--- src/hdl/ppc_defines.vh ---
// Constants for the port two / port three control register bank.
// Assumes a single 40 MHz system clock and the serial front end's write strobe.
`ifndef PPC_DEFINES_VH
`define PPC_DEFINES_VH

// Register and port addresses as seen on the serial front end
`define PPC_REG_ADDR_W 3
`define PPC_REG_PORT_CTRL 3'h2
`define PPC_PORT_ADDR_W 3
`define PPC_PORT_TWO 3'h1
`define PPC_PORT_THREE 3'h2

// Control byte field positions
`define PPC_BIT_FAULT_DIS 7
`define PPC_BIT_SPARE 6
`define PPC_BIT_CLASS_LIM 5
`define PPC_BIT_BLINK 4
`define PPC_BIT_LED_LOW 3
`define PPC_BIT_LED_HIGH 2
`define PPC_MODE_HI 1
`define PPC_MODE_LO 0

// Control byte reset value and writable bits (spare bit masked off)
`define PPC_CTRL_RESET 8'h00
`define PPC_CTRL_WMASK 8'hbf

// Enable mode codes
`define PPC_MODE_OFF 2'h0
`define PPC_MODE_SEQ 2'h1
`define PPC_MODE_SAMPLE 2'h2
`define PPC_MODE_PWR_DOWN 2'h3

// One-hot mode outputs: bit 0 off, 1 sequence, 2 sample, 3 power down
`define PPC_ONEHOT_RESET 4'h1

// Classification current limits in mA
`define PPC_CLASS_SEL_RESET 2'h0
`define PPC_CLASS_MA_00 8'ha0
`define PPC_CLASS_MA_01 8'h50
`define PPC_CLASS_MA_10 8'h28
`define PPC_CLASS_MA_11 8'h14

// Fast blink period: milliseconds = 0.00013 x clock in Hz
`define PPC_CLK_HZ 40000000
`define PPC_BLINK_FACTOR_NUM 13
`define PPC_BLINK_FACTOR_DEN 100000
`define PPC_BLINK_PERIOD_MS (`PPC_CLK_HZ * `PPC_BLINK_FACTOR_NUM / `PPC_BLINK_FACTOR_DEN)
`define PPC_BLINK_PERIOD_CYC (`PPC_BLINK_PERIOD_MS * (`PPC_CLK_HZ / 1000))
`define PPC_BLINK_CNT_W 28

`endif

--- src/hdl/ppc_led_drive.v ---
// One port's LED switch drive: blink gating and switch interlock.
// Assumes the blink phase comes from a counter on the same clock.
`timescale 1ns/1ps
`include "ppc_defines.vh"

module ppc_led_drive (
  input wire clk,
  input wire reset,
  input wire blink_en,
  input wire low_en,
  input wire high_en,
  input wire blink_phase,
  output reg low_on_r,
  output reg high_on_r
);

  wire gate;
  wire low_nxt;
  wire high_nxt;

  assign gate = ~blink_en | blink_phase;
  assign low_nxt = low_en & gate;
  assign high_nxt = high_en & ~low_en & gate;

  always @(posedge clk) begin
    if (reset) begin
      low_on_r <= 1'b0;
      high_on_r <= 1'b0;
    end else begin
      low_on_r <= low_nxt;
      high_on_r <= high_nxt;
    end
  end

endmodule // ppc_led_drive

--- src/hdl/ppc_port_ctrl_regs.v ---
// Write-only control registers of ports two and three, with their decoded controls.
// Assumes the serial front end presents each decoded write as a one-cycle strobe
// on the system clock, together with register address, port address and data.
`timescale 1ns/1ps
`include "ppc_defines.vh"

// How it works
// - Bit 7 set disables the port's overload and under/overvoltage timers.
// - Port three bit 5 is limit high bit, port two bit 5 low bit.
// - Limit code 00/01/10/11 selects 160/80/40/20 mA classification current.
// - Bit 4 set blinks the enabled LED drive, otherwise it stays on.
// - Blink period in ms equals 0.00013 times the clock frequency.
// - Bit 3 set turns on the low-side LED switch.
// - Bit 2 set, with bit 3 clear, turns on the high-side LED switch to the rail.
// - Mode 00 turns the port off, 01 starts discovery-classification-power.
// - Mode 10 samples powered current, 11 powers down an active port.
module ppc_port_ctrl_regs #(
  parameter [`PPC_BLINK_CNT_W-1:0] BLINK_PERIOD_CYC = `PPC_BLINK_PERIOD_CYC
) (
  input wire CLK_SYS,
  input wire RESET,
  input wire WR_STB,
  input wire [`PPC_REG_ADDR_W-1:0] REG_ADDR,
  input wire [`PPC_PORT_ADDR_W-1:0] PORT_ADDR,
  input wire [7:0] WR_DATA,
  output wire P2_FAULT_TMR_DIS,
  output wire P3_FAULT_TMR_DIS,
  output wire P2_LED_LOW_ON,
  output wire P2_LED_HIGH_ON,
  output wire P3_LED_LOW_ON,
  output wire P3_LED_HIGH_ON,
  output wire [3:0] P2_MODE_DEC,
  output wire [3:0] P3_MODE_DEC,
  output wire P2_MODE_WR,
  output wire P3_MODE_WR,
  output wire [1:0] CLASS_LIMIT_SEL,
  output reg [7:0] CLASS_LIMIT_MA
);

  // Half period sets the toggle; a period under two cycles still toggles each cycle
  localparam [`PPC_BLINK_CNT_W-1:0] BLINK_HALF_CYC =
    (BLINK_PERIOD_CYC < 2) ? {{(`PPC_BLINK_CNT_W-1){1'b0}}, 1'b1} : (BLINK_PERIOD_CYC >> 1);
  localparam NPORT = 2;

  // Write hit for one port's control register
  function wr_hit;
    input stb;
    input [`PPC_REG_ADDR_W-1:0] reg_addr;
    input [`PPC_PORT_ADDR_W-1:0] port_addr;
    input [`PPC_PORT_ADDR_W-1:0] target;
    begin
      wr_hit = stb && (reg_addr == `PPC_REG_PORT_CTRL) && (port_addr == target);
    end
  endfunction

  // Enable mode code to one-hot command
  function [3:0] mode_onehot;
    input [1:0] code;
    begin
      case (code)
        `PPC_MODE_OFF: mode_onehot = 4'h1;
        `PPC_MODE_SEQ: mode_onehot = 4'h2;
        `PPC_MODE_SAMPLE: mode_onehot = 4'h4;
        `PPC_MODE_PWR_DOWN: mode_onehot = 4'h8;
        default: mode_onehot = 4'h1;
      endcase
    end
  endfunction

  // Common limit code to classification current in mA
  function [7:0] class_ma;
    input [1:0] code;
    begin
      case (code)
        2'h0: class_ma = `PPC_CLASS_MA_00;
        2'h1: class_ma = `PPC_CLASS_MA_01;
        2'h2: class_ma = `PPC_CLASS_MA_10;
        2'h3: class_ma = `PPC_CLASS_MA_11;
        default: class_ma = `PPC_CLASS_MA_00;
      endcase
    end
  endfunction

  reg [1:0] class_sel_r;
  reg [1:0] class_sel_nxt;
  reg [7:0] class_ma_nxt;
  reg [`PPC_BLINK_CNT_W-1:0] blink_cnt_r;
  reg [`PPC_BLINK_CNT_W-1:0] blink_cnt_nxt;
  reg blink_phase_r;
  reg blink_phase_nxt;
  wire blink_wrap;
  wire [NPORT-1:0] hit;
  wire [NPORT-1:0] led_low;
  wire [NPORT-1:0] led_high;
  wire [NPORT-1:0] fault_dis;
  wire [NPORT-1:0] class_bit;
  wire [NPORT-1:0] mode_wr;
  wire [4*NPORT-1:0] mode_dec;

  genvar p;
  generate
    for (p = 0; p < NPORT; p = p + 1) begin : g_port
      wire [`PPC_PORT_ADDR_W-1:0] my_addr;
      wire blink_en;
      wire led_low_en;
      wire led_high_en;
      reg [7:0] ctrl_r;
      reg [7:0] ctrl_nxt;
      reg [3:0] mode_dec_r;
      reg [3:0] mode_dec_nxt;
      reg mode_wr_r;

      assign my_addr = (p == 0) ? `PPC_PORT_TWO : `PPC_PORT_THREE;
      assign hit[p] = wr_hit(WR_STB, REG_ADDR, PORT_ADDR, my_addr);

      // Unaddressed writes leave both the byte and the decoded mode alone
      always @* begin
        ctrl_nxt = ctrl_r;
        mode_dec_nxt = mode_dec_r;
        if (hit[p]) begin
          ctrl_nxt = WR_DATA & `PPC_CTRL_WMASK;
          mode_dec_nxt = mode_onehot(WR_DATA[`PPC_MODE_HI:`PPC_MODE_LO]);
        end
      end

      // Each port owns its registers, so every bit has one driving process
      always @(posedge CLK_SYS) begin
        if (RESET) begin
          ctrl_r <= `PPC_CTRL_RESET;
          mode_dec_r <= `PPC_ONEHOT_RESET;
          mode_wr_r <= 1'b0;
        end else begin
          ctrl_r <= ctrl_nxt;
          mode_dec_r <= mode_dec_nxt;
          // Pulse marks every write, so a repeated command is seen again
          mode_wr_r <= hit[p];
        end
      end

      assign fault_dis[p] = ctrl_r[`PPC_BIT_FAULT_DIS];
      assign class_bit[p] = ctrl_r[`PPC_BIT_CLASS_LIM];
      assign mode_wr[p] = mode_wr_r;
      assign mode_dec[4*p+3:4*p] = mode_dec_r;
      // LED enables from the stored byte
      assign blink_en = ctrl_r[`PPC_BIT_BLINK];
      assign led_low_en = ctrl_r[`PPC_BIT_LED_LOW];
      assign led_high_en = ctrl_r[`PPC_BIT_LED_HIGH];

      ppc_led_drive u_led (
        .clk(CLK_SYS),
        .reset(RESET),
        .blink_en(blink_en),
        .low_en(led_low_en),
        .high_en(led_high_en),
        .blink_phase(blink_phase_r),
        .low_on_r(led_low[p]),
        .high_on_r(led_high[p])
      );
    end
  endgenerate

  assign blink_wrap = (blink_cnt_r >= BLINK_HALF_CYC - {{(`PPC_BLINK_CNT_W-1){1'b0}}, 1'b1});

  // Fast blink timebase, shared by both ports so they blink in step
  always @* begin
    blink_cnt_nxt = blink_cnt_r + {{(`PPC_BLINK_CNT_W-1){1'b0}}, 1'b1};
    blink_phase_nxt = blink_phase_r;
    if (blink_wrap) begin
      blink_cnt_nxt = {`PPC_BLINK_CNT_W{1'b0}};
      blink_phase_nxt = ~blink_phase_r;
    end
  end

  always @(posedge CLK_SYS) begin
    if (RESET) begin
      blink_cnt_r <= {`PPC_BLINK_CNT_W{1'b0}};
      blink_phase_r <= 1'b1;
    end else begin
      blink_cnt_r <= blink_cnt_nxt;
      blink_phase_r <= blink_phase_nxt;
    end
  end

  // Common limit is assembled from the two stored bits, not a separate register
  always @* begin
    class_sel_nxt = {class_bit[1], class_bit[0]};
    class_ma_nxt = class_ma(class_sel_nxt);
  end

  // Limit lags the write by two cycles; both ports' bits land together
  always @(posedge CLK_SYS) begin
    if (RESET) begin
      class_sel_r <= `PPC_CLASS_SEL_RESET;
      CLASS_LIMIT_MA <= `PPC_CLASS_MA_00;
    end else begin
      class_sel_r <= class_sel_nxt;
      CLASS_LIMIT_MA <= class_ma_nxt;
    end
  end

  assign CLASS_LIMIT_SEL = class_sel_r;
  assign P2_FAULT_TMR_DIS = fault_dis[0];
  assign P3_FAULT_TMR_DIS = fault_dis[1];
  assign P2_LED_LOW_ON = led_low[0];
  assign P2_LED_HIGH_ON = led_high[0];
  assign P3_LED_LOW_ON = led_low[1];
  assign P3_LED_HIGH_ON = led_high[1];
  assign P2_MODE_DEC = mode_dec[3:0];
  assign P3_MODE_DEC = mode_dec[7:4];
  assign P2_MODE_WR = mode_wr[0];
  assign P3_MODE_WR = mode_wr[1];

endmodule // ppc_port_ctrl_regs

--- config.mk ---
export PLATFORM = sky130hd
export DESIGN_NAME = ppc_port_ctrl_regs
export DESIGN_NICKNAME = d
export VERILOG_FILES = /design/src/hdl/ppc_led_drive.v /design/src/hdl/ppc_port_ctrl_regs.v
export VERILOG_INCLUDE_DIRS = /design/src /design/src/hdl
export SDC_FILE = /design/constraint.sdc
export NUM_CORES = 1
export LEC_CHECK = 0
export ABC_CLOCK_PERIOD_IN_PS = 3000
export BUFFER_PORTS_ARGS = -buffer_cell sky130_fd_sc_hd__clkbuf_2
export CAP_MARGIN = 20
export CORE_MARGIN = 3
export CORE_UTILIZATION = 62
export CTS_BUF_LIST = sky130_fd_sc_hd__clkbuf_4
export CTS_CLUSTER_DIAMETER = 50
export CTS_CLUSTER_SIZE = 24
export DETAILED_ROUTE_END_ITERATION = 16
export PLACE_DENSITY = 0.95
export SETUP_SLACK_MARGIN = 0.05
export SLEW_MARGIN = 20
export SYNTH_ARGS = -nofsm -noshare
export SYNTH_HDL_FRONTEND = slang
export SYNTH_SLANG_ARGS = --single-unit
--- constraint.sdc ---
create_clock -name CLK_SYS -period 3 [get_ports CLK_SYS]
set_clock_uncertainty 0.05 [all_clocks]
set_input_delay 0.3 -clock CLK_SYS [delete_from_list [all_inputs] [get_ports CLK_SYS]]
set_output_delay 0.3 -clock CLK_SYS [all_outputs]
set_load 0.01 [all_outputs]
## Word level (Yosys, flattened, before mapping)

Index checks and enable logic that the tools add are counted.

- Register bits after elaboration: 67
- Input port bits: 17

- Add/sub/neg operators: 1
- Magnitude comparators: 1
- Eq/ne operators: 9
- Multiplexer cells: 2
- Bitwise operators: 13
- Reductions and logical operators: 6

Operators with widths:

| operator | count |
|---|---|
| $pmux 8 s4 | 1 |
| $add 28x1->28 const B | 1 |
| $ge 28x27->1 const B | 1 |
| $pmux 4 s4 | 1 |
| $eq 2x2->1 const B | 4 |
| $and 1x1->1 | 6 |
| $eq 3x2->1 const B | 2 |
| $not 1->1 | 5 |
| $eq 2x1->1 const B | 2 |
| $logic_not 2->1 | 2 |
| $eq 3x1->1 const B | 1 |
| $logic_and 1x1->1 | 3 |
| $or 1x1->1 | 2 |
| $reduce_or 2->1 | 1 |

## Logic depth before layout (Yosys ltp)

Gate-level depths: netlist of the first run.

- Word-level depth: 3
- Depth in mapped cells: 8
- Mapped depth without buffers: 6

## Hierarchy

A second synthesis of the first run with hierarchy kept.

- Cells, all modules: 259
- Area, all modules: 2416.1 um^2

By module, submodules not included:

| module | instances | cells an instance | area each (um^2) | sequential area each (um^2) |
|---|---|---|---|---|
| ppc_port_ctrl_regs | 1 | 249 | 2263.4 | 1141.1 |
| ppc_led_drive | 2 | 5 | 76.3 | 40.0 |

## Least setup slack after synthesis of the first run

OpenSTA, ideal clock, no wires.

- Path type: reg2reg
- From: reg blink_cnt_r[0]
- To: reg blink_cnt_r[25]
- Arrival time: 1.797 ns
- Required time: 2.888 ns
- Slack: 1.091 ns
- Stages on the path, launching flop included: 9
- Path buffers: 2
- Path through: dfxtp_1 > ha_1 > and3_1 > a311oi_2 > nor3_1 > or3_1 > buf_6 > buf_8 > nor2_4

- Word-level cells in the longest chain between the ends: 2
- Elaborated cells on any way between the ends: 3

Ends and longest elaborated chain:

| element | RTL line | source |
|---|---|---|
| start: declaration | ppc_port_ctrl_regs.v:87 | `` reg [`PPC_BLINK_CNT_W-1:0] blink_cnt_r; `` |
| start signal: assignment | ppc_port_ctrl_regs.v:176 | `` blink_cnt_r <= {`PPC_BLINK_CNT_W{1'b0}}; `` |
| start signal: assignment | ppc_port_ctrl_regs.v:179 | `blink_cnt_r <= blink_cnt_nxt;` |
| $ge 28x27->1 | ppc_port_ctrl_regs.v:162 | `` assign blink_wrap = (blink_cnt_r >= BLINK_HALF_CYC - {{(`PPC_BLINK_CNT_W-1){1'b0}}, 1'b1}); `` |
| $reduce_or 2->1 (no source line) | -- |  |

Several ways; a longest one is shown, not always the timed one.
A chain may end at the register's enable or synchronous reset.

## Worst setup path after layout of the first run

- From: reg blink_cnt_r[0]
- To: reg blink_cnt_r[2]

The elaborated chain is that of the path after synthesis.

==> impl_metrics.tcl, run 1 <==
set metrics [dict create \
    status "finished clean" \
    synth-seq-cells 61 \
    place.gp.congestion 0.827 \
    worstSetupStartpointType "flop" \
    drv_slew 0 \
    synth_top_area_cell "dfxtp_1" \
    wirelength_mm 4.54 \
    clk_latency_ps 410 \
    fmax_mhz 423 \
    cts.sinks 61 \
    cts-resized-gates 0 \
    placeableCoreArea_sq_um 3800 \
    postCtsHoldBufs 0 \
    grt_pass1_wl_mm 7.87 \
    wire_per_inst_um 12.6 \
    cap_violations 0 \
    peakVddDrop_v 0.000339 \
    crit_chain "ha_1 > and3_1 > a311oi_2 > nor3_1 > or3_2 > buf_12 > nor2_1" \
    antenna_cells 0 \
    worst_ep_arrival_time_ps 2650 \
    drive_gt1_share_pct 25.6 \
    cp_slowest_cell "or3_2" \
    path_class "reg -> reg" \
    synth_edf_count 0 \
    clkTransAtPathRegs_ps 100 \
    setup_viol_count_final 0 \
    area_delta_synth_final_pct 12.1 \
    grt_setup_unrepaired "no" \
    layout.area.seq_sq_um 1220 \
    vias_per_cell 5.29 \
    io_buffer_count 39 \
    critPathMaxFanout 20 \
    nFillCells 282 \
    antenna_left 0 \
    via_count 1908 \
    dp_hpwl_mm 3.22 \
    num_io_pins 43 \
    tritoncts "yes" \
    hold_viol_final 0 \
    grt_max_degree 26 \
    drtIter0Drc 114 \
    finalCritPeriodShare_pct 78.8 \
    final_nets 326 \
    tns_ps 0 \
    layout_min_cycle_time_ps 2360 \
    yosys.area.top_type_share_pct 48.1 \
    p_leak_nw 1.01 \
    grt_antenna_before_repair 0 \
    std_cell_rows 22 \
    grtUsageTotal_pct 20.3 \
    powerDensity_nw_per_um2 475 \
    start_util_pct 66.9 \
    drtPass1Iterations 5 \
    critPathRequiredTime_ps 3290 \
    die-area_sq_um 4900 \
    ys_types 38 \
    drc 0 \
    gr-total-overflow 0 \
    grt_pass1_vias 1776 \
    ys.flop_type "dfxtp_1" \
    cts-root-buf "clkbuf_4" \
    synth_seq_area_share_pct 48.1 \
    final_cell_mix "dfxtp_1, clkbuf_2, nand2_1" \
    netlist_area_sq_um 2540 \
    htreeDepth 3 \
    synthCells 267 \
    async_flop_share_pct 0 \
    min_path_type "in -> reg" \
    crit_buf_inv 1 \
    die_h_um 70.0 \
    cts_setup_buffers 0 \
    cts_buffers 9 \
    clockBufferDepth 2 \
    end_kind "flop" \
    yosys_warnings 0 \
    multi_input_area_sq_um 1200 \
    avgSynthCellArea_sq_um 9.52 \
    die_w_um 70.0 \
    crit_family "simple AND/OR/NAND/NOR gates" \
    mostFrequentLayoutCell "dfxtp_1" \
    stdcell_count 361 \
    synth_area_leaders "dfxtp_1, nor2_4, xnor2_1, nand2_1, a21oi_1" \
    placedCellCount 345 \
    slowest_delay_ps 640 \
]
-- registers in the layout, indices dropped and copies added, names as in the netlist, 2 cells and up --
name                    cells
blink_cnt_r                28
g_port.ctrl_r              10
CLASS_LIMIT_MA              6
P2_MODE_DEC                 4
P3_MODE_DEC                 4
CLASS_LIMIT_SEL             2
g_port.u_led.high_on_r      2
g_port.u_led.low_on_r       2
-- area by class of cell --
type	instances	area share (%)
Clock buffer	9	2.37
Clock inverter	7	1.80
Inverter	9	1.19
Multi-Input combinational cell	187	42.1
Sequential cell	61	42.9
Tap cell	48	2.11
Timing Repair Buffer	40	7.55
-- logic make-up after synthesis --
group | share of synthesized area [%]
compound gates | 6.70
simple gates | 31.3
buf+inv | 5.07
fa+ha+maj | 0.492
flops | 48.1
other cells | 0.148
xor+xnor | 8.27
-- metrics by stage --
stage | util (%) | area (sq um) | hold WS, ps | worst slack [ps] | total power, mW
3_5_place_dp | 71.9 | 2730 | 365 | 654 | 0.886
6_report | 75.0 | 2850 | 72.6 | 636 | 1.35
2_1_floorplan | - | 2550 | 334 | 1090 | 0.872
4_1_cts | 75.0 | 2850 | 48.2 | 629 | 1.37
5_1_grt | 75.0 | 2850 | 47.0 | 488 | 1.42
3_3_place_gp | 71.9 | 2730 | 355 | 712 | 0.885
-- power by group --
part	switching, mW	total, mW	internal [mW]	leakage [nW]
registers	0.00252	0.817	0.814	0.492
clock network	0.312	0.484	0.172	0.0639
logic	0.0330	0.0512	0.0182	0.457
-- final timing paths --
path | start | endpoint | slack, ps | cells after the start
max | blink_cnt_r[0] | blink_cnt_r[2] | 640 | 7
min | WR_DATA[7] | g_port[0].ctrl_r[7] | 70 | 3
max reg2reg | blink_cnt_r[0] | blink_cnt_r[2] | 640 | 7
min reg2reg | g_port[0].ctrl_r[5] | CLASS_LIMIT_MA[3] | 380 | 1
-- synthesized netlist by cell type, types with 3 or more instances --
cell type and count:
or3_1 3, a21oi_1 18, nor2_1 16, nand2_1 34, xor2_1 6, and3_1 5
nand3_1 10, clkbuf_1 5, inv_1 9, and2_1 4, nor3_1 13, dfxtp_1 61
xnor2_1 18, nor2b_1 6, nor2_4 18, nor4_1 4, a211o_1 3, nand4_1 5
-- worst register-to-register path, delay by kind of cell (launching register included) --
kind | cells | cell delay (ps)
adders and majority gates | 1 | 250
buffers and inverters | 1 | 270
AOI/OAI and AO/OA | 1 | 290
and+or+nand+nor | 4 | 1100
DFF | 1 | 340
-- per-layer routing --
layer  up-vias  GRT usage (%)  routed length, um
met4         0           7.66                 71
met1       875           24.6               2010
li1        987              -                  -
met3         7           7.91                202
met5         -              0                  0
met2        39           32.4               2250
Power figures use the tool's default switching activity.
==> inputs of run 2 (changes only) <==
--- a/config.mk
+++ b/config.mk
@@ -6,16 +6,16 @@
 export SDC_FILE = /design/constraint.sdc
 export NUM_CORES = 1
 export LEC_CHECK = 0
-export ABC_CLOCK_PERIOD_IN_PS = 3000
+export ABC_CLOCK_PERIOD_IN_PS = 2000
 export BUFFER_PORTS_ARGS = -buffer_cell sky130_fd_sc_hd__clkbuf_2
 export CAP_MARGIN = 20
 export CORE_MARGIN = 3
-export CORE_UTILIZATION = 62
+export CORE_UTILIZATION = 52
 export CTS_BUF_LIST = sky130_fd_sc_hd__clkbuf_4
 export CTS_CLUSTER_DIAMETER = 50
 export CTS_CLUSTER_SIZE = 24
 export DETAILED_ROUTE_END_ITERATION = 16
-export PLACE_DENSITY = 0.95
+export PLACE_DENSITY = 0.88
 export SETUP_SLACK_MARGIN = 0.05
 export SLEW_MARGIN = 20
 export SYNTH_ARGS = -nofsm -noshare
==> constraint.sdc (replaced) <==
create_clock -name CLK_SYS -period 2 [get_ports CLK_SYS]
set_clock_uncertainty 0.05 [all_clocks]
set_input_delay 0.2 -clock CLK_SYS [delete_from_list [all_inputs] [get_ports CLK_SYS]]
set_output_delay 0.2 -clock CLK_SYS [all_outputs]
set_load 0.01 [all_outputs]
==> run 2 against run 1 <==
  * Die area increased by 18%
  * Hold slack worse by 45 ps
  * Sequential power is 49% higher
  * Flip-flop and latch count is the same
  * Fmax rose by 23%
  * Global-route usage fell by 2.1 points
  * Total power increased by 48%
  * Combinational power rose by 100%
  * Wire length grew 13%
  * Worst setup slack worse by 560 ps
  * Final cell count up 9.4%
  * Non-clock buffer count grew 18
==> impl_metrics.tcl, run 2 (synthesized netlist as in run 1, its figures left out) <==
set metrics [dict create \
    status "finished clean" \
    grt_setup_unrepaired "yes" \
    vias_per_cell 5.10 \
    place_ws_ps 14.4 \
    critPathRequiredTime_ps 2280 \
    place.gp.congestion 0.698 \
    p_leak_nw 1.11 \
    fmax_mhz 520 \
    antenna_cells 0 \
    reg_top3 "blink_cnt_r: 28 flops, g_port.ctrl_r: 10 flops, CLASS_LIMIT_MA: 6 flops" \
    nFillCells 326 \
    grtUsageTotal_pct 18.2 \
    cts-root-buf "clkbuf_4" \
    min_path_type "in -> reg" \
    antenna_left 0 \
    fin_hold_ws_ps 28.0 \
    end_kind "flop" \
    slowest_delay_ps 400 \
    final_cell_mix "dfxtp_1, clkbuf_2, nand2_1" \
    mostFrequentLayoutCell "dfxtp_1" \
    p_comb_share_pct 5.2 \
    power.share.clock_pct 33.7 \
    path_class "reg -> reg" \
    p_int_mw 1.53 \
    wirelength_mm 5.12 \
    place_area_sq_um 2830 \
    start_util_pct 56.0 \
    clockBufferDepth 2 \
    switching_power_mw 0.472 \
    crit_buf_inv 1 \
    drive_gt1_share_pct 28.8 \
    drtPass1Iterations 5 \
    grt_pass1_wl_mm 8.39 \
    drv_slew 0 \
    crit_chain "ha_1 > and3_4 > a311oi_2 > nor3_2 > or3_4 > buf_12 > nor2_1" \
    worst_ep_arrival_time_ps 2200 \
    die_h_um 75.9 \
    htreeDepth 3 \
    powerDensity_nw_per_um2 654 \
    dp_hpwl_mm 3.31 \
    cts_buffers 9 \
    largest-register "blink_cnt_r" \
    hold_viol_final 0 \
    drtIter0Drc 152 \
    clkTransAtPathRegs_ps 100 \
    gr-total-overflow 0 \
    grt_max_degree 25 \
    placeableCoreArea_sq_um 4530 \
    grt_antenna_before_repair 0 \
    tns_ps 0 \
    power_frac_seq_pct 61.1 \
    critPathMaxFanout 14 \
    switching_share_pct 23.6 \
    clk_latency_ps 410 \
    die_w_um 75.9 \
    peakVddDrop_v 0.000467 \
    layout_min_cycle_time_ps 1920 \
    area_delta_synth_final_pct 20.6 \
    cts.sinks 61 \
    io_buffer_count 39 \
    setup_viol_count_final 0 \
    wire_per_inst_um 13.0 \
    fin_area_sq_um 3060 \
    layout_setup_ws_ps 77.1 \
    tritoncts "yes" \
    grt_pass1_vias 1948 \
    finalCritPeriodShare_pct 96.1 \
    crit_family "simple AND/OR/NAND/NOR gates" \
    worstSetupStartpointType "flop" \
    die-area_sq_um 5760 \
    via_count 2016 \
    final_nets 344 \
    largest_register_ff_count 28 \
    drc 0 \
    num_io_pins 43 \
    std_cell_rows 24 \
    cp_slowest_cell "or3_4" \
    cap_violations 0 \
]
-- run 2: cell types whose count changed in the layout (fill, tap and decap cells not counted), sizes merged --
cell,previous run,this run
buf,1,13
dlygate4sd3,0,5
clkbuf,48,51
clkinv,5,4
clkinvlp,1,0
inv,10,9
-- run 2: final timing paths --
path	from	to	slack [ps]	cells after the start
worst max-delay path	blink_cnt_r[0]	blink_cnt_r[5]	80	7
worst min-delay path	WR_DATA[0]	P2_MODE_DEC[3]	30	3
worst max register to register	blink_cnt_r[0]	blink_cnt_r[5]	80	7
worst min register to register	g_port[0].ctrl_r[5]	CLASS_LIMIT_MA[3]	380	1
-- run 2: cell type report --
cell class                      instances  area (sq um)  area share (%)
Multi-Input combinational cell        187          1230            40.1
Sequential cell                        61          1220            39.9
Timing Repair Buffer                   58           400            13.1
Clock buffer                           11          82.6            2.69
Tap cell                               65          81.3            2.65
Inverter                                9          33.8            1.10
Clock inverter                          4          16.3           0.531
-- run 2: power by group through the flow --
stage | clock network (mW) | logic [mW] | registers (mW)
floorplan | 0 | 0.0548 | 1.25
global placement | 0 | 0.0783 | 1.25
detailed placement | 0 | 0.0803 | 1.25
CTS | 0.686 | 0.0967 | 1.22
global route | 0.740 | 0.112 | 1.23
finish | 0.675 | 0.103 | 1.22
-- run 2: through the flow --
stage               cells  power [mW]  utilization [%]
floorplan             269        1.31                -
global placement      373        1.33             62.5
detailed placement    373        1.33             62.5
CTS                   394        2.01             66.5
global route          395        2.08             67.6
finish                395        2.00             67.6
-- run 2: worst register-to-register path: cells and delay by family (launching register included) --
| family | cells | cell delay [ps] |
|---|---|---|
| compound gates | 1 | 280 |
| fa+ha+maj | 1 | 200 |
| buf+inv | 1 | 190 |
| flops | 1 | 320 |
| simple gates | 4 | 810 |
-- run 2: timing repair --
| item | CTS | global route |
|---|---|---|
| setup endpoints to repair | 27 | 21 |
| gates resized for setup | 2 | 5 |
| hold buffers | 5 | 0 |
| hold endpoints to repair | 10 | 0 |
| buffers inserted | 0 | 0 |
| gates cloned | 1 | 1 |
-- run 2: metal layers --
metal | track usage, % | share of wire (%)
met3 | 3.55 | 5.4
met4 | 12.7 | 2.9
met2 | 32.4 | 52
met5 | 0 | 0
met1 | 19.3 | 39
==> inputs of run 3 (changes only) <==
--- a/config.mk
+++ b/config.mk
@@ -6,11 +6,12 @@
 export SDC_FILE = /design/constraint.sdc
 export NUM_CORES = 1
 export LEC_CHECK = 0
+export ABC_AREA = 1
 export ABC_CLOCK_PERIOD_IN_PS = 2000
 export BUFFER_PORTS_ARGS = -buffer_cell sky130_fd_sc_hd__clkbuf_2
 export CAP_MARGIN = 20
 export CORE_MARGIN = 3
-export CORE_UTILIZATION = 52
+export CORE_UTILIZATION = 53
 export CTS_BUF_LIST = sky130_fd_sc_hd__clkbuf_4
 export CTS_CLUSTER_DIAMETER = 50
 export CTS_CLUSTER_SIZE = 24
==> run 3 against run 2 <==
  * Global-route usage increased by 1.2 points
  * Critical path depth rose by 2
  * Synthesized area rose by 7.7%
  * Clock-buffer cell count fell by 1
  * Design area is 3.7% higher
  * Clock power rose by 64%
  * Largest cell class unchanged
==> impl_metrics.tcl, run 3 <==
set metrics [dict create \
    io_buffer_count 39 \
    cts_setup_buffers 0 \
    place_ws_ps 202 \
    place_area_sq_um 2980 \
    mostFrequentLayoutCell "nand2_1" \
    p_leak_nw 1.32 \
    min_from "WR_DATA[3]" \
    wire_per_inst_um 11.0 \
    antenna_left 0 \
    cts-resized-gates 0 \
    grt_setup_unrepaired "no" \
    crit_start "blink_cnt_r[0]" \
    placeableCoreArea_sq_um 4850 \
    post-route-util_pct 65.5 \
    std_cell_rows 25 \
    synth_top_area_cell "dfxtp_1" \
    synth_most_common_cell "nand2_1" \
    fmax_mhz 560 \
    synthCells 372 \
    synth_seq_area_share_pct 44.6 \
    gr-total-overflow 0 \
    tritoncts "yes" \
    grtUsageTotal_pct 19.5 \
    rrSetupSlack_ps 210 \
    netlist_area_sq_um 2740 \
    layout_setup_ws_ps 213 \
    grt_pass1_wl_mm 9.40 \
    switching_power_mw 0.531 \
    power_frac_seq_pct 50.6 \
    layout_min_cycle_time_ps 1790 \
    synth_simple_gate_area_share_pct 35.3 \
    ys.flop_type "dfxtp_1" \
    synth_area_leaders "dfxtp_1, nand2_1, nor2_1, inv_1, nor2_2" \
    hold_viol_final 0 \
    clk_latency_ps 410 \
    path_class "reg -> reg" \
    synthAdderAreaFrac_pct 0.457 \
    cts_buffers 9 \
    multi_input_area_sq_um 1280 \
    powerDensity_nw_per_um2 767 \
    htreeDepth 3 \
    synth_top_family_by_area "simple AND/OR/NAND/NOR gates" \
    layout.area.seq_sq_um 1220 \
    die-area_sq_um 6060 \
    worstSetupStartpointType "flop" \
    grt_pass1_vias 2295 \
    critPathMaxFanout 11 \
    wirelength_mm 5.40 \
    cts-root-buf "clkbuf_4" \
    fin_area_sq_um 3180 \
    die_w_um 77.9 \
    num_io_pins 43 \
    peakVddDrop_v 0.000450 \
    reg_top3 "blink_cnt_r: 28 flops, g_port.ctrl_r: 10 flops, CLASS_LIMIT_MA: 6 flops" \
    min_path_type "in -> reg" \
    area_delta_synth_final_pct 16.0 \
    grt_antenna_before_repair 0 \
    synth_compound_area_share_pct 5.16 \
    antenna_cells 0 \
    reg2reg_depth 9 \
    worst_ep_arrival_time_ps 2050 \
    end_kind "flop" \
    synthMuxAreaShare_pct 0 \
    p_int_mw 1.90 \
    vias_per_cell 4.77 \
    drtIter0Drc 112 \
    tns_ps 0 \
    cts.sinks 61 \
    critPathRequiredTime_ps 2260 \
    r2r-end "blink_cnt_r[8]" \
    finalCritPeriodShare_pct 89.3 \
    synth-seq-cells 61 \
    yosys.area.top_type_share_pct 44.6 \
    largest-register "blink_cnt_r" \
    clockBufferDepth 2 \
    place.gp.congestion 0.921 \
    avgSynthCellArea_sq_um 7.36 \
    synth-xor-area-share_pct 5.44 \
    async_flop_share_pct 0 \
    setup_viol_count_final 0 \
    cap_violations 0 \
    rr_startpoint "blink_cnt_r[0]" \
    worstSetupEndpoint "blink_cnt_r[8]" \
    p_comb_share_pct 3.7 \
    via_count 2346 \
    grt_max_degree 18 \
    final_cell_mix "nand2_1, nor2_1, dfxtp_1" \
    power.share.clock_pct 45.7 \
    drive_gt1_share_pct 22.1 \
    clkTransAtPathRegs_ps 100 \
    dp_hpwl_mm 4.11 \
    synth_edf_count 0 \
    drtPass1Iterations 4 \
    die_h_um 77.9 \
    yosys-top-cells-count "nand2_1, nor2_1, dfxtp_1, inv_1, nor2_2" \
    largest_register_ff_count 28 \
    placedCellCount 475 \
    status "finished clean" \
    yosys_warnings 0 \
    drc 0 \
    final_nets 438 \
    start_util_pct 56.5 \
    ys_types 28 \
    stdcell_count 492 \
    drv_slew 0 \
    nFillCells 417 \
    switching_share_pct 21.8 \
]
[run 3: changes by cell type in the layout (fill, tap and decap cells not counted), moves of 6 or more]
| cell | change |
|---|---|
| xnor2_1 | -10 |
| nor2_4 | -14 |
| inv_1 | +35 |
| nand2_1 | +53 |
| nor2b_1 | -6 |
| buf_4 | -8 |
| nor2_2 | +21 |
| o21ai_0 | +12 |
| a21oi_1 | -9 |
| nor2_1 | +53 |
| nor3_1 | -9 |
[run 3: cells by family after synthesis]
family	after synthesis
buffers and inverters	55
and+or+nand+nor	212
AOI/OAI and AO/OA	25
adders and majority gates	1
xor gates and xnor gates	17
DFF	61
other	1
[run 3: what timing repair did]
action | CTS | global route
endpoints found under the hold margin | 2 | 0
hold buffers | 1 | 0
endpoints found under the setup margin | 0 | 0
[run 3: worst max-delay path: stages (launching register included)]
cell and delay, ps:
dfxtp_1 420, ha_1 260, nand3_4 130, inv_2 100, nand3b_1 70, nand2_1 80
nand2_2 80, nand3_4 180, buf_4 270, nor2_2 40
[run 3: per-layer routing]
| metal | share of wire [%] | GRT usage (%) | vias up |
|---|---|---|---|
| li1 | - | - | 1232 |
| met1 | 43 | 22.0 | 1046 |
| met2 | 49 | 32.8 | 52 |
| met3 | 5.3 | 6.61 | 16 |
| met4 | 2.7 | 8.90 | 0 |
| met5 | 0 | 0 | - |
[run 3: area by class of cell]
cell class / count / share of cell area [%]
clock buffer: 10 / 2.36
inverter: 47 / 5.55
timing repair buffer: 43 / 7.17
sequential: 61 / 38.4
clock inverter: 6 / 3.51
multi-input combinational: 258 / 40.3
tap: 67 / 2.64
[run 3: power by group through the flow]
stage | clock network, mW | logic [mW] | registers, mW
6_report | 1.11 | 0.0906 | 1.23
5_1_grt | 1.18 | 0.101 | 1.23
4_1_cts | 1.12 | 0.0906 | 1.23
3_5_place_dp | 0 | 0.0890 | 1.26
3_3_place_gp | 0 | 0.0851 | 1.26
2_1_floorplan | 0 | 0.0654 | 1.26
[run 3: through the flow]
step | power (mW) | hold slack [ps]
after floorplan | 1.32 | 299
after global placement | 1.34 | 346
after detailed placement | 1.35 | 357
after CTS | 2.45 | 2.35
after global routing | 2.51 | 13.8
final | 2.44 | 16.4
[run 3: worst min-delay path by stage]
stage | end | slack (ps) | cells past startpoint
after global routing | g_port[0].ctrl_r[7] | 10 | 3
after CTS | g_port[0].ctrl_r[3] | 2 | 3
after floorplan | g_port[0].ctrl_r[5] | 300 | 2
final | g_port[0].ctrl_r[3] | 20 | 3
after global placement | CLASS_LIMIT_MA[6] | 350 | 1
after detailed placement | CLASS_LIMIT_MA[3] | 360 | 1
